$ cat config.mk
export PLATFORM = sky130hd
export DESIGN_NAME = ocp_fault_detect
export DESIGN_NICKNAME = d
export VERILOG_FILES = /design/src/common/ocp_pkg.sv /design/src/logic/ocp_trip_timer.sv /design/src/logic/ocp_fault_detect.sv
export VERILOG_INCLUDE_DIRS = /design/src /design/src/common
export SDC_FILE = /design/constraint.sdc
export NUM_CORES = 1
export LEC_CHECK = 0
export BUFFER_PORTS_ARGS = -buffer_cell sky130_fd_sc_hd__buf_2
export CAP_MARGIN = 5
export CORE_MARGIN = 10
export CORE_UTILIZATION = 50
export DETAILED_ROUTE_END_ITERATION = 10
export GPL_ROUTABILITY_DRIVEN = 0
export GPL_TIMING_DRIVEN = 0
export PLACE_DENSITY = 0.79
export SLEW_MARGIN = 25
export SYNTH_ARGS = -nofsm -noshare
export SYNTH_HDL_FRONTEND = slang
export SYNTH_SLANG_ARGS = --single-unit
$ cat constraint.sdc
create_clock -name ref_clk -period 7 [get_ports ref_clk]
set_clock_uncertainty 0.1 [all_clocks]
set_input_delay 1.4 -clock ref_clk [delete_from_list [all_inputs] [get_ports ref_clk]]
set_output_delay 1.4 -clock ref_clk [all_outputs]
set_load 0.05 [all_outputs]
$ cat src/common/ocp_defines.svh
/*
 * Constants of the overcurrent fault block: register offsets, field positions,
 * reset values, threshold table and time base.
 * Assumes a 20 MHz ref_clk and byte-wide register access.
 */
`ifndef OCP_DEFINES_SVH
`define OCP_DEFINES_SVH

// Register offsets
`define OCP_ADDR_DOC_LOW 8'h16
`define OCP_ADDR_DOC_HIGH 8'h17
`define OCP_ADDR_COC_LOW 8'h18
`define OCP_ADDR_COC_HIGH 8'h19
`define OCP_ADDR_FAULT 8'h81
`define OCP_ADDR_STATUS 8'h82
`define OCP_ADDR_SWCTRL 8'h86
`define OCP_ADDR_HOSTCFG 8'h87

// Reset values
`define OCP_RST_LOW 8'hA0
`define OCP_RST_HIGH 8'h44
`define OCP_RST_SWCTRL 2'h3

// Field positions
`define OCP_HIGH_WMASK 8'h7F
`define OCP_THR_MSB 6
`define OCP_THR_LSB 4
`define OCP_UNIT_MSB 3
`define OCP_UNIT_LSB 2
`define OCP_CNT_MSB 1
`define OCP_BIT_DISCHARGE_OVERCURRENT_FAULT_FLAG 2
`define OCP_BIT_CHARGE_OVERCURRENT_FAULT_FLAG 1
`define OCP_BIT_LDPR 0
`define OCP_BIT_CHPR 1
`define OCP_BIT_CLRLF 7
`define OCP_BIT_PTRIG 6
`define OCP_BIT_HOST_SWITCH_CONTROL 1
`define OCP_BIT_DISCHARGE_SWITCH_ENABLE 0
`define OCP_BIT_HSC 6
`define OCP_BIT_OVR 4

// Discharge threshold table in mV; charge is a quarter of it
`define OCP_DOC_MV0 8'h04
`define OCP_DOC_MV1 8'h08
`define OCP_DOC_MV2 8'h10
`define OCP_DOC_MV3 8'h18
`define OCP_DOC_MV4 8'h20
`define OCP_DOC_MV5 8'h30
`define OCP_DOC_MV6 8'h40
`define OCP_DOC_MV7 8'h60
`define OCP_CHG_SHIFT 2

// Time base
`define OCP_CLK_HZ 20000000
`define OCP_US_PER_S 1000000
`define OCP_MS_PER_S 1000
`define OCP_S_PER_MIN 60
`define OCP_SETTLE_MS 3000
`define OCP_PERIOD_MS 256
`define OCP_CNT_MAX 10'h3FF

`endif

$ cat src/common/ocp_pkg.sv
/*
 * Types of the overcurrent fault block.
 * Assumes ocp_defines.svh supplies all numeric constants.
 */
package ocp_pkg;
	// Load probe recovery sequence
	typedef enum logic [1:0] {RS_IDLE, RS_SETTLE, RS_PROBE, RS_GAP} ocp_rcv_e;
	typedef logic [31:0] ocp_cyc_t;
endpackage

$ cat src/logic/ocp_trip_timer.sv
/*
 * Qualification timer: counts how long the sense level has stayed over the
 * threshold, in units of us, ms, s or min.
 * Assumes over is synchronous to ref_clk.
 */
`timescale 1ns/100ps
`include "ocp_defines.svh"
module ocp_trip_timer import ocp_pkg::*; #(
	parameter ocp_cyc_t US_CYC = 32'h0000_0014,
	parameter ocp_cyc_t MS_CYC = 32'h0000_4E20,
	parameter ocp_cyc_t SEC_CYC = 32'h0131_2D00,
	parameter ocp_cyc_t MIN_CYC = 32'h4786_8C00
) (
	input wire logic ref_clk,
	input wire logic rst,
	input wire logic over,
	input wire logic [1:0] unitSel,
	input wire logic [9:0] unitCount,
	output logic trip
);
	ocp_cyc_t pre_q, pre_d, unitLen;
	logic [9:0] elapsed_q, elapsed_d;

	////////////////////////////////////////////////////////////////////////////
	// Unit length and counting
	always_comb begin
		case (unitSel)
			2'h0: unitLen = US_CYC;
			2'h1: unitLen = MS_CYC;
			2'h2: unitLen = SEC_CYC;
			default: unitLen = MIN_CYC;
		endcase
		pre_d = pre_q;
		elapsed_d = elapsed_q;
		if (!over) begin
			pre_d = '0;
			elapsed_d = '0;
		end else if (pre_q >= unitLen - 32'h0000_0001) begin
			pre_d = '0;
			// Saturate so a long event cannot wrap back under the count
			if (elapsed_q != `OCP_CNT_MAX)
				elapsed_d = elapsed_q + 10'h001;
		end else begin
			pre_d = pre_q + 32'h0000_0001;
		end
		trip = over && (elapsed_q >= unitCount);
	end

	always_ff @(posedge ref_clk or posedge rst) begin
		if (rst) begin
			pre_q <= '0;
			elapsed_q <= '0;
		end else begin
			pre_q <= pre_d;
			elapsed_q <= elapsed_d;
		end
	end
endmodule

$ cat src/logic/ocp_fault_detect.sv
/*
 * Discharge and charge overcurrent detection, fault flags, automatic switch
 * shutdown and the load probe recovery sequence, with host override.
 * Assumes a byte register port from the host interface, digitised sense
 * magnitudes in mV, and a load sense comparator, all synchronous to ref_clk.
 */
`timescale 1ns/100ps
`include "ocp_defines.svh"
module ocp_fault_detect import ocp_pkg::*; #(
	parameter ocp_cyc_t US_CYC = `OCP_CLK_HZ / `OCP_US_PER_S,
	parameter ocp_cyc_t MS_CYC = `OCP_CLK_HZ / `OCP_MS_PER_S,
	parameter ocp_cyc_t SEC_CYC = `OCP_CLK_HZ,
	parameter ocp_cyc_t MIN_CYC = `OCP_CLK_HZ * `OCP_S_PER_MIN,
	parameter ocp_cyc_t SETTLE_CYC = `OCP_CLK_HZ / `OCP_MS_PER_S * `OCP_SETTLE_MS,
	parameter ocp_cyc_t PERIOD_CYC = `OCP_CLK_HZ / `OCP_MS_PER_S * `OCP_PERIOD_MS
) (
	input wire logic ref_clk,
	input wire logic rst,
	input wire logic [7:0] regAddr,
	input wire logic [7:0] regWrData,
	input wire logic regWrEn,
	input wire logic regRdEn,
	output logic [7:0] regRdData,
	input wire logic [7:0] dischargeSenseMv,
	input wire logic [7:0] chargeSenseMv,
	input wire logic loadSenseLow,
	input wire logic [3:0] loadProbeWidth,
	input wire logic shortTrip,
	input wire logic otherFaultActive,
	output logic loadProbeEnable,
	output logic chargeSwitchOn,
	output logic dischargeSwitchOn
);
	// Register and status state
	logic [7:0] docLow_q, docLow_d, docHigh_q, docHigh_d;
	logic [7:0] cocLow_q, cocLow_d, cocHigh_q, cocHigh_d;
	logic chargeSwitchEnable_q, chargeSwitchEnable_d;
	logic dischargeSwitchEnable_q, dischargeSwitchEnable_d;
	logic hostSwitchControl_q, hostSwitchControl_d;
	logic hostLoadProbeOverride_q, hostLoadProbeOverride_d;
	logic dischargeFault_q, dischargeFault_d, chargeFault_q, chargeFault_d;
	logic loadPresent_q, loadPresent_d, chargerPresent_q, chargerPresent_d;
	logic autoOff_q, autoOff_d;
	logic [7:0] regRdData_q, regRdData_d;
	// Sequence state
	ocp_rcv_e rcv_q, rcv_d;
	ocp_cyc_t cnt_q, cnt_d, probeLen;
	logic probe_q, probe_d, chgOn_q, chgOn_d, dchOn_q, dchOn_d;
	// Decoded events
	logic docOver, cocOver, docTrip, cocTrip;
	logic wrSw, clearLoadFault, probeTrigger, probeDone, recoverNow, cocW1c;

	// Threshold table lookup shared by both directions
	function automatic logic [7:0] thrMv(input logic [2:0] code, input logic chg);
		logic [7:0] mv;
		case (code)
			3'h0: mv = `OCP_DOC_MV0;
			3'h1: mv = `OCP_DOC_MV1;
			3'h2: mv = `OCP_DOC_MV2;
			3'h3: mv = `OCP_DOC_MV3;
			3'h4: mv = `OCP_DOC_MV4;
			3'h5: mv = `OCP_DOC_MV5;
			3'h6: mv = `OCP_DOC_MV6;
			default: mv = `OCP_DOC_MV7;
		endcase
		return chg ? (mv >> `OCP_CHG_SHIFT) : mv;
	endfunction

	////////////////////////////////////////////////////////////////////////////
	// Comparators and qualification timers
	assign docOver = dischargeSenseMv > thrMv(docHigh_q[`OCP_THR_MSB:`OCP_THR_LSB], 1'b0);
	assign cocOver = chargeSenseMv > thrMv(cocHigh_q[`OCP_THR_MSB:`OCP_THR_LSB], 1'b1);

	ocp_trip_timer #(.US_CYC(US_CYC), .MS_CYC(MS_CYC), .SEC_CYC(SEC_CYC), .MIN_CYC(MIN_CYC)) dischargeTimer (
		.ref_clk(ref_clk),
		.rst(rst),
		.over(docOver),
		.unitSel(docHigh_q[`OCP_UNIT_MSB:`OCP_UNIT_LSB]),
		.unitCount({docHigh_q[`OCP_CNT_MSB:0], docLow_q}),
		.trip(docTrip)
	);

	ocp_trip_timer #(.US_CYC(US_CYC), .MS_CYC(MS_CYC), .SEC_CYC(SEC_CYC), .MIN_CYC(MIN_CYC)) chargeTimer (
		.ref_clk(ref_clk),
		.rst(rst),
		.over(cocOver),
		.unitSel(cocHigh_q[`OCP_UNIT_MSB:`OCP_UNIT_LSB]),
		.unitCount({cocHigh_q[`OCP_CNT_MSB:0], cocLow_q}),
		.trip(cocTrip)
	);

	////////////////////////////////////////////////////////////////////////////
	// Write strobes; action bits self-clear, they have no storage
	assign wrSw = regWrEn && (regAddr == `OCP_ADDR_SWCTRL);
	assign clearLoadFault = wrSw && regWrData[`OCP_BIT_CLRLF] && hostLoadProbeOverride_q;
	assign probeTrigger = wrSw && regWrData[`OCP_BIT_PTRIG] && hostLoadProbeOverride_q;
	assign cocW1c = regWrEn && (regAddr == `OCP_ADDR_FAULT) && regWrData[`OCP_BIT_CHARGE_OVERCURRENT_FAULT_FLAG];
	assign probeLen = (loadProbeWidth == 4'h0) ? 32'h0000_0001 : MS_CYC * {28'h000_0000, loadProbeWidth};
	assign probeDone = (rcv_q == RS_PROBE) && (cnt_q >= probeLen - 32'h0000_0001);
	// Auto recovery only when the pin saw no load and nothing else holds the switches off
	assign recoverNow = probeDone && !hostLoadProbeOverride_q && !loadSenseLow
		&& !otherFaultActive && !chargeFault_q;

	////////////////////////////////////////////////////////////////////////////
	// Recovery sequence: settle, then probe pulses on a fixed period
	always_comb begin
		rcv_d = rcv_q;
		cnt_d = cnt_q + 32'h0000_0001;
		probe_d = 1'b0;
		case (rcv_q)
			RS_IDLE: begin
				cnt_d = '0;
				if (probeTrigger) begin
					rcv_d = RS_PROBE;
				end else if ((docTrip || shortTrip) && !hostLoadProbeOverride_q) begin
					rcv_d = RS_SETTLE;
				end
			end
			RS_SETTLE: begin
				if (cnt_q >= SETTLE_CYC - 32'h0000_0001) begin
					rcv_d = RS_PROBE;
					cnt_d = '0;
				end
			end
			RS_PROBE: begin
				probe_d = !probeDone;
				if (probeDone) begin
					// Period counts from probe start, so the counter runs on
					if (hostLoadProbeOverride_q || recoverNow)
						rcv_d = RS_IDLE;
					else
						rcv_d = RS_GAP;
				end
			end
			RS_GAP: begin
				if (cnt_q >= PERIOD_CYC - 32'h0000_0001) begin
					rcv_d = RS_PROBE;
					cnt_d = '0;
				end
			end
			default: begin
				rcv_d = RS_IDLE;
				cnt_d = '0;
			end
		endcase
		// Host override parks the automatic sequence between host probes
		if (hostLoadProbeOverride_q && (rcv_q == RS_SETTLE || rcv_q == RS_GAP)) begin
			rcv_d = RS_IDLE;
			cnt_d = '0;
		end
		if (rcv_d == RS_PROBE && rcv_q != RS_PROBE)
			probe_d = 1'b1;
	end

	always_ff @(posedge ref_clk or posedge rst) begin
		if (rst) begin
			rcv_q <= RS_IDLE;
			cnt_q <= '0;
			probe_q <= 1'b0;
		end else begin
			rcv_q <= rcv_d;
			cnt_q <= cnt_d;
			probe_q <= probe_d;
		end
	end

	////////////////////////////////////////////////////////////////////////////
	// Configuration registers and host control bits
	always_comb begin
		docLow_d = docLow_q;
		docHigh_d = docHigh_q;
		cocLow_d = cocLow_q;
		cocHigh_d = cocHigh_q;
		chargeSwitchEnable_d = chargeSwitchEnable_q;
		dischargeSwitchEnable_d = dischargeSwitchEnable_q;
		hostSwitchControl_d = hostSwitchControl_q;
		hostLoadProbeOverride_d = hostLoadProbeOverride_q;
		if (regWrEn) begin
			case (regAddr)
				`OCP_ADDR_DOC_LOW: docLow_d = regWrData;
				`OCP_ADDR_DOC_HIGH: docHigh_d = regWrData & `OCP_HIGH_WMASK; // Top bit has no storage
				`OCP_ADDR_COC_LOW: cocLow_d = regWrData;
				`OCP_ADDR_COC_HIGH: cocHigh_d = regWrData & `OCP_HIGH_WMASK;
				`OCP_ADDR_SWCTRL: begin
					chargeSwitchEnable_d = regWrData[`OCP_BIT_HOST_SWITCH_CONTROL];
					dischargeSwitchEnable_d = regWrData[`OCP_BIT_DISCHARGE_SWITCH_ENABLE];
				end
				`OCP_ADDR_HOSTCFG: begin
					hostSwitchControl_d = regWrData[`OCP_BIT_HSC];
					hostLoadProbeOverride_d = regWrData[`OCP_BIT_OVR];
				end
				default: ;
			endcase
		end
	end

	always_ff @(posedge ref_clk or posedge rst) begin
		if (rst) begin
			docLow_q <= `OCP_RST_LOW;
			docHigh_q <= `OCP_RST_HIGH;
			cocLow_q <= `OCP_RST_LOW;
			cocHigh_q <= `OCP_RST_HIGH;
			chargeSwitchEnable_q <= 1'(`OCP_RST_SWCTRL >> `OCP_BIT_HOST_SWITCH_CONTROL);
			dischargeSwitchEnable_q <= 1'(`OCP_RST_SWCTRL >> `OCP_BIT_DISCHARGE_SWITCH_ENABLE);
			hostSwitchControl_q <= 1'b0;
			hostLoadProbeOverride_q <= 1'b0;
		end else begin
			docLow_q <= docLow_d;
			docHigh_q <= docHigh_d;
			cocLow_q <= cocLow_d;
			cocHigh_q <= cocHigh_d;
			chargeSwitchEnable_q <= chargeSwitchEnable_d;
			dischargeSwitchEnable_q <= dischargeSwitchEnable_d;
			hostSwitchControl_q <= hostSwitchControl_d;
			hostLoadProbeOverride_q <= hostLoadProbeOverride_d;
		end
	end

	////////////////////////////////////////////////////////////////////////////
	// Fault and presence flags; a new trip always beats a clear
	always_comb begin
		dischargeFault_d = dischargeFault_q;
		loadPresent_d = loadPresent_q;
		chargeFault_d = chargeFault_q;
		chargerPresent_d = chargerPresent_q;
		autoOff_d = autoOff_q;
		if (probeDone)
			loadPresent_d = loadSenseLow;
		if (recoverNow) begin
			dischargeFault_d = 1'b0;
			autoOff_d = 1'b0;
		end
		if (clearLoadFault)
			dischargeFault_d = 1'b0;
		if (cocW1c) begin
			chargeFault_d = 1'b0;
			chargerPresent_d = 1'b0;
			if (!dischargeFault_q && !otherFaultActive)
				autoOff_d = 1'b0;
		end
		if (docTrip) begin
			dischargeFault_d = 1'b1;
			loadPresent_d = 1'b1;
		end
		if (cocTrip) begin
			chargeFault_d = 1'b1;
			chargerPresent_d = 1'b1;
		end
		// Host control 1 leaves switch shutdown to the host
		if ((docTrip || cocTrip) && !hostSwitchControl_q)
			autoOff_d = 1'b1;
	end

	always_ff @(posedge ref_clk or posedge rst) begin
		if (rst) begin
			dischargeFault_q <= 1'b0;
			loadPresent_q <= 1'b0;
			chargeFault_q <= 1'b0;
			chargerPresent_q <= 1'b0;
			autoOff_q <= 1'b0;
		end else begin
			dischargeFault_q <= dischargeFault_d;
			loadPresent_q <= loadPresent_d;
			chargeFault_q <= chargeFault_d;
			chargerPresent_q <= chargerPresent_d;
			autoOff_q <= autoOff_d;
		end
	end

	////////////////////////////////////////////////////////////////////////////
	// Read data and switch drive, registered so outputs come from flops
	always_comb begin
		regRdData_d = regRdData_q;
		if (regRdEn) begin
			regRdData_d = 8'h00;
			case (regAddr)
				`OCP_ADDR_DOC_LOW: regRdData_d = docLow_q;
				`OCP_ADDR_DOC_HIGH: regRdData_d = docHigh_q;
				`OCP_ADDR_COC_LOW: regRdData_d = cocLow_q;
				`OCP_ADDR_COC_HIGH: regRdData_d = cocHigh_q;
				`OCP_ADDR_FAULT: begin
					regRdData_d[`OCP_BIT_DISCHARGE_OVERCURRENT_FAULT_FLAG] = dischargeFault_q;
					regRdData_d[`OCP_BIT_CHARGE_OVERCURRENT_FAULT_FLAG] = chargeFault_q;
				end
				`OCP_ADDR_STATUS: begin
					regRdData_d[`OCP_BIT_LDPR] = loadPresent_q;
					regRdData_d[`OCP_BIT_CHPR] = chargerPresent_q;
				end
				`OCP_ADDR_SWCTRL: begin
					regRdData_d[`OCP_BIT_HOST_SWITCH_CONTROL] = chargeSwitchEnable_q;
					regRdData_d[`OCP_BIT_DISCHARGE_SWITCH_ENABLE] = dischargeSwitchEnable_q;
				end
				`OCP_ADDR_HOSTCFG: begin
					regRdData_d[`OCP_BIT_HSC] = hostSwitchControl_q;
					regRdData_d[`OCP_BIT_OVR] = hostLoadProbeOverride_q;
				end
				default: ;
			endcase
		end
		chgOn_d = chargeSwitchEnable_q && !autoOff_q;
		dchOn_d = dischargeSwitchEnable_q && !autoOff_q;
	end

	always_ff @(posedge ref_clk or posedge rst) begin
		if (rst) begin
			regRdData_q <= 8'h00;
			chgOn_q <= 1'b0;
			dchOn_q <= 1'b0;
		end else begin
			regRdData_q <= regRdData_d;
			chgOn_q <= chgOn_d;
			dchOn_q <= dchOn_d;
		end
	end

	assign regRdData = regRdData_q;
	assign loadProbeEnable = probe_q;
	assign chargeSwitchOn = chgOn_q;
	assign dischargeSwitchOn = dchOn_q;
endmodule

==> summary.md <==
The flow ran to the end, and the final reports show no timing, DRC or antenna violations. Input and output buffers added on the ports amount to 51. The tools report the starting density of the core as 51.2%. After synthesis, flip-flops and latches occupy 34.7% of the total area.

The run gives 9,587 as the via count of the first global-routing pass. The synthesis-to-finish area growth was 10.9%. After synthesis, the netlist uses 77 different library cells.

The tools report the maximum clock rate as 152 MHz. The worst setup path is captured at a flip-flop. The slowest stage of the critical path belongs to the cell fa_1. The biggest area contributor in the post-synthesis netlist is dfrtp_1. The starting DRC count in detailed routing is 691, and the worst reg-to-reg path cell count is 13.

The startpoint identified for the worst hold timing path is hostSwitchControl_q$_DFFE_PP0P_. After routing the design area is 13,400 um2. Area of the die: 30,800 um2. The first detailed-routing pass took 5 iterations. The number of placed instances, taps included, is 1,678. The portion of total power attributed to the clock network was 34.7%; the minimum setup slack among reg-to-reg paths was 3.33 ns. The region available for standard cell placement spans 23,600 um2. The synthesized design devotes to its leading area cell type 32.5% of total area.

On the worst path, the slowest cell contributes a delay of 0.62 ns. Reg-to-reg critical path endpoint: chargeTimer.pre_q[12]$_DFF_PP0_. The dominant cell type by count on the critical path was inv_1. Of the total power, the share spent switching nets is 33.1%. Hold repair after CTS inserted 0 buffers. Measured along the x axis, the die boundary spans 176 um. The tightest min-delay check is of the reg -> reg type. The vias after detailed routing was 9,719.

Data arrives at the worst endpoint at 6.80 ns. The pin slew with the least headroom to its limit came out at 0.789 ns. Counting both buffers and inverters, the worst setup path holds a total of 4. TritonCTS built the clock tree.

Number of vias per cell: 5.67. In the post-synthesis netlist, the biggest area contributors are dfrtp_1 (32%), ha_1 (17%), xnor2_1 (4.1%), nor2_1 (4.1%), xor2_1 (3.4%). Standard-cell row count: 56. For this run, the leading register cell type out of synthesis is dfrtp_1. For this design the ratio of total power to cell area is 194 nW/um2.

The level count of the clock H-tree came out at 4. The critical path goes through buf_2, inv_1, fa_1, inv_1, ha_1, inv_1, fa_1, or3b_2, nor2_1, a22o_1, nand2_1, nor2_1, nand3_4, ha_1, nand4_1, nor4_4, nand2_1, nor4_1, nor3_1, or3b_1, a31o_1. At the later pin of the worst-skew pair, clock insertion delay measures 0.43 ns.

The pin count of the biggest net entering global routing was 91. The logs give 1,713 for the number of standard cells in the layout, taps in and fillers out and 0 for the number of maximum-capacitance violations. In this run the worst path has a maximum fanout of 13.

For this run, design rule violations remaining after detail routing come to 0. At the end of the flow, the number of nets in the layout was 1,587. Of the cells placed in the final design, the portion with a size suffix greater than 1 is 13.4%.

The number of instances on the worst hold path is 1, and the max-slew violation count is 0. Counting I/O delays and the setup requirement, the final critical path takes 6.58 ns. Once layout is complete, the utilization of the core stands at 56.8%.

The design draws 0.00260 W. The switching power is 0.000860 W, and the average routed wire per standard cell is 16.2 um. Headroom to the max-slew limit came out at 47.1%.

The flip-flop and latch count after synthesis is 167, and the placement-stage cell area is 12,800 um2. The hold violation total from the final report is 0. Clock tree synthesis inserted a total of 17 buffers. The floorplan step set the die height to 176 um. The reg-to-reg startpoint is cocHigh_q[2]$_DFFE_PP1P_. The cell leakage power was 6.10 nW.

The logs give 12,100 um2 for the total standard cell area after synthesis and 2 for the clock tree buffer depth. Of all flip-flops after synthesis, the portion carrying an async set or reset was 100%. The root buffer cell was clkbuf_16. Global routing used 18.1% of the available tracks. Across the VDD grid, the largest voltage drop is 0.142 mV. For this design the top-level I/O count stands at 54. The critical path required time was 7.22 ns; the total number of clock tree sinks was 167. STA classifies the critical path startpoint as an input port. The kind of cell adding the most delay to the critical path was simple AND/OR/NAND/NOR gates. Summed over all nets, the half-perimeter wirelength after detailed placement is 20,800 um.

The logs give 4 for the number of antenna violations at the first check in global routing and 0 for the overflow left after global routing. Registers are responsible for 42.8% of the overall power. The logs give 0 for the number of warning messages in the yosys log and 27,800 um for the total length of routed wires. Internal power comes to 0.00174 W. The post-route fraction of the period consumed by the critical path came out at 94.0%. The clock transition at the register clock pins on the worst setup and hold paths after CTS was 0.07 ns; the number of nets with antenna violations after routing was 0.

After synthesis, the mean cell area works out to 9.32 um2. The logs give 22.5% for the logic gate share of total power and 0 for the final number of setup-violating endpoints. The number of filler cells placed in the layout was 2,077; the number of instances in the synthesized netlist was 1,297. Counting flops with a built-in enable in the synthesized netlist gives 0. The first global-routing pass estimated 46,600 um of wire.

The tools report the worst hold endpoint as autoOff_q$_DFF_PP0_. The worst setup path is of the in -> reg kind. Setup repair after global routing left no endpoint under its margin.
-- logic make-up (layout without fill, tap and decap cells) --
family	Yosys count	count (layout)	share of synthesized area, %
AND/OR/NAND/NOR	500	500	21.6
AO/OA/AOI/OAI	204	204	11.2
flip-flops	167	167	34.7
adder cells (fa/ha/maj)	165	165	17.3
buffers and inverters	114	199	3.99
XOR/XNOR	104	104	7.53
multiplexers	41	41	3.76
other	2	14	0.0621
-- registers in the layout, summed over array words and instances (netlist names), 7 cells and up --
signal                    count
cnt_q                        32
regRdData                     8
dischargeTimer.pre_q         32
cocHigh_q                     7
cocLow_q                      8
docHigh_q                     7
chargeTimer.pre_q            32
chargeTimer.elapsed_q        10
dischargeTimer.elapsed_q     10
docLow_q                      8
-- placed cells by master (no fill, tap or decap), types with 35 or more instances in the layout --
master	count
a21oi_1	51
buf_2	57
dfrtp_1	157
ha_1	162
inv_1	84
mux2_2	35
nand2_1	109
nand3_1	55
nand4_1	37
nor2_1	132
o21ai_0	41
xnor2_1	57
xor2_1	47
-- repair_timing --
action / CTS / global route
endpoints found under the setup margin: 0 / 5
buffers inserted: 0 / 1
resized for setup: 0 / 4
-- routing by layer --
layer  vias up  track usage, %  routed length, um
li1       4757               -                  -
met1      4712            22.8              12500
met2       216            31.1              13800
met3        30            3.62               1180
met4         4            4.52                310
met5         -               0                 22
-- Yosys cell counts, types with 14 or more instances --
cell type  number
ha_1          162
dfrtp_1       157
nor2_1        132
nand2_1       109
inv_1          86
xnor2_1        57
nand3_1        56
a21oi_1        51
xor2_1         47
o21ai_0        41
nand4_1        37
mux2_2         35
and3_1         27
nor3_1         26
nor2_4         20
a211oi_1       15
clkbuf_1       15
o21a_1         14
-- per-stage QoR --
stage / hold slack, ns / TNS (ns) / setup WS (ns)
3_5_place_dp: 0.368 / -1.06 / -0.378
6_report: 0.373 / 0 / 0.422
2_1_floorplan: 0.319 / 0 / 0.631
5_1_grt: 0.401 / 0 / 0.0762
4_1_cts: 0.377 / 0 / 0.00673
3_3_place_gp: 0.362 / -150.86 / -0.968
-- worst max path at each step --
stage	end	from	depth (start not counted)	slack, ns
finish	dischargeFault_q$_DFFE_PP0P_	loadProbeWidth[1]	21	0.42
global route	dischargeFault_q$_DFFE_PP0P_	loadProbeWidth[1]	22	0.08
CTS	dischargeFault_q$_DFFE_PP0P_	loadProbeWidth[2]	21	0.007
detailed placement	dischargeFault_q$_DFFE_PP0P_	loadProbeWidth[2]	21	-0.38
global placement	chargeTimer.elapsed_q[3]$_DFFE_PP0P_	rst	2	-0.97
floorplan	dischargeFault_q$_DFFE_PP0P_	loadProbeWidth[2]	21	0.63
-- power by group through the flow --
stage / sequential, W / clock (W) / combinational (W)
floorplan: 0.00112 / 0 / 0.000437
global placement: 0.00113 / 0 / 0.000552
detailed placement: 0.00113 / 0 / 0.000577
CTS: 0.00111 / 0.000915 / 0.000586
global route: 0.00112 / 0.000959 / 0.000657
finish: 0.00111 / 0.000904 / 0.000585
-- area by class of cell --
| cell class | count | area (um2) | share of cell area (%) |
|---|---|---|---|
| inverter | 87 | 338 | 2.52 |
| sequential | 167 | 4190 | 31.3 |
| antenna | 2 | 5.00 | 0.0373 |
| buffer | 27 | 156 | 1.17 |
| clock inverter | 14 | 116 | 0.868 |
| tap | 319 | 399 | 2.98 |
| multi-input combinational | 1026 | 7470 | 55.7 |
| clock buffer | 18 | 439 | 3.27 |
| timing repair buffer | 53 | 290 | 2.16 |
Power figures use the tool's default switching activity.
